`src/cac_pkg.sv`:
```
// shared constants, types and helpers for the register-address access checker
package cac_pkg;

  // address field and instruction field positions
  localparam int ADDR_W     = 12;
  localparam int ACC_HI     = 11;
  localparam int ACC_LO     = 10;
  localparam int LVL_HI     = 9;
  localparam int LVL_LO     = 8;
  localparam int INSTR_W    = 32;
  localparam int CSR_HI     = 31;
  localparam int CSR_LO     = 20;
  localparam int RS1_HI     = 19;
  localparam int RS1_LO     = 15;
  localparam int F3_HI      = 14;
  localparam int F3_LO      = 12;
  localparam int RD_HI      = 11;
  localparam int RD_LO      = 7;
  localparam int OPC_HI     = 6;

  localparam logic [6:0] OPC_SYSTEM = 7'h73;
  localparam logic [1:0] ACC_RO     = 2'h3;
  localparam logic [1:0] F3_SWAP    = 2'h1;
  localparam logic [1:0] F3_SET     = 2'h2;
  localparam logic [1:0] F3_CLR     = 2'h3;

  typedef enum logic [1:0] {
    PRIV_USER  = 2'h0,
    PRIV_SUPER = 2'h1,
    PRIV_HYP   = 2'h2,
    PRIV_MACH  = 2'h3
  } cac_priv_t;

  // address ranges, inclusive
  localparam logic [11:0] DBG_M_LO  = 12'h7A0;
  localparam logic [11:0] DBG_M_HI  = 12'h7AF;
  localparam logic [11:0] DBG_D_LO  = 12'h7B0;
  localparam logic [11:0] DBG_D_HI  = 12'h7BF;
  localparam logic [11:0] CNT_LO    = 12'hC00;
  localparam logic [11:0] CNT_HI    = 12'hC1F;
  localparam logic [11:0] CNTH_LO   = 12'hC80;
  localparam logic [11:0] CNTH_HI   = 12'hC9F;
  localparam logic [11:0] SHD_LO    = 12'hB00;
  localparam logic [11:0] SHD_HI    = 12'hB1F;
  localparam logic [11:0] SHDH_LO   = 12'hB80;
  localparam logic [11:0] SHDH_HI   = 12'hB9F;
  localparam logic [3:0]  UCUST_TOP = 4'h8;
  localparam logic [3:0]  USTD_TOP  = 4'h4;
  localparam logic [1:0]  CUST_SUB  = 2'h3;

  // software register map
  localparam int REG_AW = 4;
  localparam logic [3:0] REG_STATUS    = 4'h0;
  localparam logic [3:0] REG_MASK      = 4'h4;
  localparam logic [3:0] REG_INTERCEPT = 4'h8;
  localparam logic [3:0] REG_REJECTS   = 4'hC;

  // event bits of status and mask
  localparam int NUM_EV       = 3;
  localparam int EV_ILLEGAL   = 0;
  localparam int EV_DEBUG     = 1;
  localparam int EV_INTERCEPT = 2;

  // intercept control bits
  localparam int IC_U_CNT  = 0;
  localparam int IC_S_CNT  = 1;
  localparam int IC_CUST   = 2;
  localparam int NUM_IC    = 3;

  localparam logic [NUM_EV-1:0] STATUS_RST    = 3'h0;
  localparam logic [NUM_EV-1:0] MASK_RST      = 3'h0;
  localparam logic [NUM_IC-1:0] INTERCEPT_RST = 3'h0;
  localparam logic [31:0]       REJECTS_RST   = 32'h0000_0000;

  typedef struct packed {
    logic        valid;
    logic [31:0] instr;
    cac_priv_t   priv;
    logic        debug;
  } cac_req_t;

  typedef struct packed {
    logic      read_only;
    logic      custom;
    cac_priv_t min_priv;
    logic      dbg_m;
    logic      dbg_only;
    logic      counter;
    logic      shadow;
  } cac_cls_t;

  function automatic logic in_range(input logic [11:0] a, input logic [11:0] lo,
                                    input logic [11:0] hi);
    in_range = (a >= lo) && (a <= hi);
  endfunction

endpackage

```
`src/cac_addr_class.sv`:
```
// address classifier: access type, level, debug blocks, custom space, counters
`timescale 1ns/100ps
module cac_addr_class (
  // address in
  input  wire logic [11:0]      addr,
  // classification out
  output cac_pkg::cac_cls_t     cls
);

  wire logic               ro;
  wire logic               cust_user;
  wire logic               cust_high;
  wire logic               dbg_m;
  wire logic               dbg_only;
  wire logic               counter;
  wire logic               shadow;
  wire cac_pkg::cac_priv_t min_priv;

  assign ro       = (addr[cac_pkg::ACC_HI:cac_pkg::ACC_LO] == cac_pkg::ACC_RO);
  assign min_priv = cac_pkg::cac_priv_t'(addr[cac_pkg::LVL_HI:cac_pkg::LVL_LO]);
  assign dbg_m    = cac_pkg::in_range(addr, cac_pkg::DBG_M_LO, cac_pkg::DBG_M_HI);
  assign dbg_only = cac_pkg::in_range(addr, cac_pkg::DBG_D_LO, cac_pkg::DBG_D_HI);

  // user space is custom only in its 0x8xx window and read-only top quarter;
  // every other level keeps the top quarter custom in access groups 01, 10 and 11, not in group 00
  assign cust_user = (addr[11:8] == cac_pkg::UCUST_TOP)
                   || (ro && addr[9:8] == 2'h0 && addr[7:6] == cac_pkg::CUST_SUB);
  assign cust_high = (addr[9:8] != 2'h0) && (addr[11:10] != 2'h0)
                   && (addr[7:6] == cac_pkg::CUST_SUB);

  // user read-only counters and their machine-level writable shadows
  assign counter = cac_pkg::in_range(addr, cac_pkg::CNT_LO, cac_pkg::CNT_HI)
                 || cac_pkg::in_range(addr, cac_pkg::CNTH_LO, cac_pkg::CNTH_HI);
  assign shadow  = cac_pkg::in_range(addr, cac_pkg::SHD_LO, cac_pkg::SHD_HI)
                 || cac_pkg::in_range(addr, cac_pkg::SHDH_LO, cac_pkg::SHDH_HI);

  // one driver for the whole struct keeps the output a single continuous assignment
  assign cls = '{read_only: ro, custom: cust_user || cust_high, min_priv: min_priv,
                 dbg_m: dbg_m, dbg_only: dbg_only, counter: counter, shadow: shadow};

endmodule

```
`config.mk`:
```
export PLATFORM = sky130hd
export DESIGN_NAME = cac_addr_class
export DESIGN_NICKNAME = d
export VERILOG_FILES = /design/src/cac_pkg.sv /design/src/cac_addr_class.sv
export SDC_FILE = /design/constraint.sdc
export NUM_CORES = 1
export LEC_CHECK = 0
export BUFFER_PORTS_ARGS = -buffer_cell sky130_fd_sc_hd__buf_2
export CORE_AREA = 2 2 39 41
export DETAILED_ROUTE_END_ITERATION = 7
export DIE_AREA = 0 0 41 43
export PLACE_DENSITY = 0.48
export SYNTH_ARGS = -nofsm -noshare
export SYNTH_HDL_FRONTEND = slang
export SYNTH_SLANG_ARGS = --single-unit
```
`constraint.sdc`:
```
create_clock -name vclk -period 2.1
set_input_delay 0.42 -clock vclk [all_inputs]
set_output_delay 0.42 -clock vclk [all_outputs]
set_load 0.005 [all_outputs]
```
==> impl_metrics.py <==
metrics = {
    "status": {
        "status": "finished clean",
    },
    "timing": {
        "tns_ns": 0,
        "worstMarginPinSlew_ns": 0.223,
        "holdWs_ns": 1.08,
        "rsz0062_at_grt": "no",
        "slew_headroom_pct": 85.0,
        "maxSlewViolCount": 0,
        "finalCriticalPeriod_ns": 1.68,
        "clock.fmax_ghz": 0.595,
        "hold_viol": 0,
        "post-route-period-util_pct": 80.0,
        "setup_viol": 0,
    },
    "global_routing": {
        "grt_overflow": 0,
        "grtUsageMet3_pct": 0,
        "antenna_found_initial": 0,
        "grt.total_usage_pct": 4.80,
        "grt_pass1_vias": 161,
        "use_met1_pct": 7.28,
        "grt_pass1_wl_um": 634,
        "met2_usage_pct": 7.81,
        "grt_max_degree": 7,
        "top_usage_layer": "met2",
    },
    "die": {
        "io_pins": 20,
        "row_count": 14,
        "core-area_um2": 1380,
        "dieWidth_um": 41,
        "die_area_um2": 1760,
        "die_h_um": 43,
        "start_util_pct": 11.1,
    },
    "pwr": {
        "p_total_uw": 26.9,
        "power_leakage_nw": 0.114,
        "ir_drop_mv": 0.0308,
        "powerDensity_nw_per_um2": 133,
    },
    "worst_setup_path": {
        "slowest_stage": "or4b_1",
        "worst-setup-path-type": "in -> out",
        "path_delay_family": "simple AND/OR/NAND/NOR gates",
        "critPathMaxStageDelay_ns": 0.52,
        "cp-startpoint": "addr[10]",
        "path_buf_inv": 2,
        "worstPathMaxFanout": 6,
        "cp-end-kind": "output pin",
        "worstPathCellList": "buf_2, or4b_1, nand3_1, buf_2",
        "cp_common_cell": "buf_2",
        "cp_num_cells": 4,
        "start_kind": "input pin",
        "crit_arrival_ns": 1.26,
        "worstPathRequired_ns": 1.68,
    },
    "cells_and_area": {
        "final_util_pct": 14.6,
        "area_growth_pct": 30.9,
        "drive_above_1_share_pct": 59.4,
        "n_sequential_cell": 0,
        "layout.nets": 46,
        "n_antenna_cell": 0,
        "fin_area_um2": 201,
        "clkbuf_count": 0,
        "regArea_um2": 0,
    },
    "min_path": {
        "hold_depth": 3,
        "min_path_type": "in -> out",
        "hp-start": "addr[4]",
    },
    "clock_network": {
        "cts_hold_buf": 0,
        "cts_resized": 0,
        "cts_setup_buffers": 0,
    },
    "logic_synthesis": {
        "netlist_area_um2": 154,
        "yosys.area_share.xor_xnor_pct": 0,
        "synth_top_family_by_area": "simple AND/OR/NAND/NOR gates",
        "synthMuxAreaShare_pct": 0,
        "yosys.area_share.simple_pct": 57.7,
        "synth_fp_nets": 35,
        "synth_adder_area_share_pct": 0,
        "syn_area_per_cell_um2": 6.69,
        "ys_types": 13,
        "synthCells": 23,
        "synth_area_leaders": "buf_4, nand3_1, nor4_1, and3b_2, and4_2",
        "synth_top_area_share_pct": 34.1,
        "synth_compound_area_share_pct": 5.69,
        "ys_seq_area_share_pct": 0,
        "synth_area_leader_cell": "buf_4",
        "synth-warning-count": 0,
    },
    "routing": {
        "detail_route.wl_per_cell_um": 8.48,
        "firstDrtPassIters": 1,
        "vias": 183,
        "wl_um": 407,
        "viasPerCell": 3.81,
        "drt_iter0_drc": 0,
        "drc_errors": 0,
        "ant_nets": 0,
    },
    "place": {
        "placedInstanceArea_um2": 201,
        "place.gp.congestion": 0.611,
        "io_buffers": 16,
    },
    "job": {
        "maxCapViolCount": 0,
    },
}
==> path summary, 6_finish.rpt <==
path                  endpoint  slack, ns
worst min-delay path    cls[3]       1.08
worst max-delay path    cls[6]       0.42
==> synthesized netlist by cell type (all sizes together) <==
cell type,n
nand2,1
or4b,1
and2,1
nor2,2
and4,1
buf,7
and3,1
and3b,1
nand3,3
nor4,2
o2111ai,1
or2,1
inv,1
==> cells in the final DEF (no fill, tap or decap) <==
cell type	n
and3_1	1
or4b_1	1
nor2_1	2
nor4_1	2
and2_2	1
nand3_1	3
o2111ai_1	1
buf_2	16
or2_1	1
nand2_1	1
inv_1	1
and4_2	1
and3b_2	1
==> cell families (layout without fill, tap and decap cells) <==
kind of cell,Yosys count,in the layout
buffers and inverters,8,17
AOI/OAI and AO/OA,1,1
and+or+nand+nor,14,14
==> power breakdown <==
group          leakage (nW)  internal (mW)  total, mW  switching [mW]
Sequential                0              0          0               0
Clock                     0              0          0               0
Combinational         0.114         0.0132     0.0269          0.0136
==> metal layers <==
metal | part of all wire (%) | up-vias
li1 | - | 95
met1 | 46 | 81
met2 | 48 | 7
met3 | 6.1 | 0
met4 | 0 | 0
met5 | 0 | -
==> cell type report <==
cell class,count,area (um^2)
fillers,172,1180
multi-input cells,15,97.6
repair buffers,16,80.1
inverters,1,3.75
well taps,16,20.0
==> through the flow <==
step,setup WS [ns],cells
after global routing,0.342,48
final,0.419,48
after detailed placement,0.423,48
after global placement,0.413,48
after floorplan,0.650,23
after CTS,0.414,48
No activity file was read; power rests on OpenSTA's default activity.
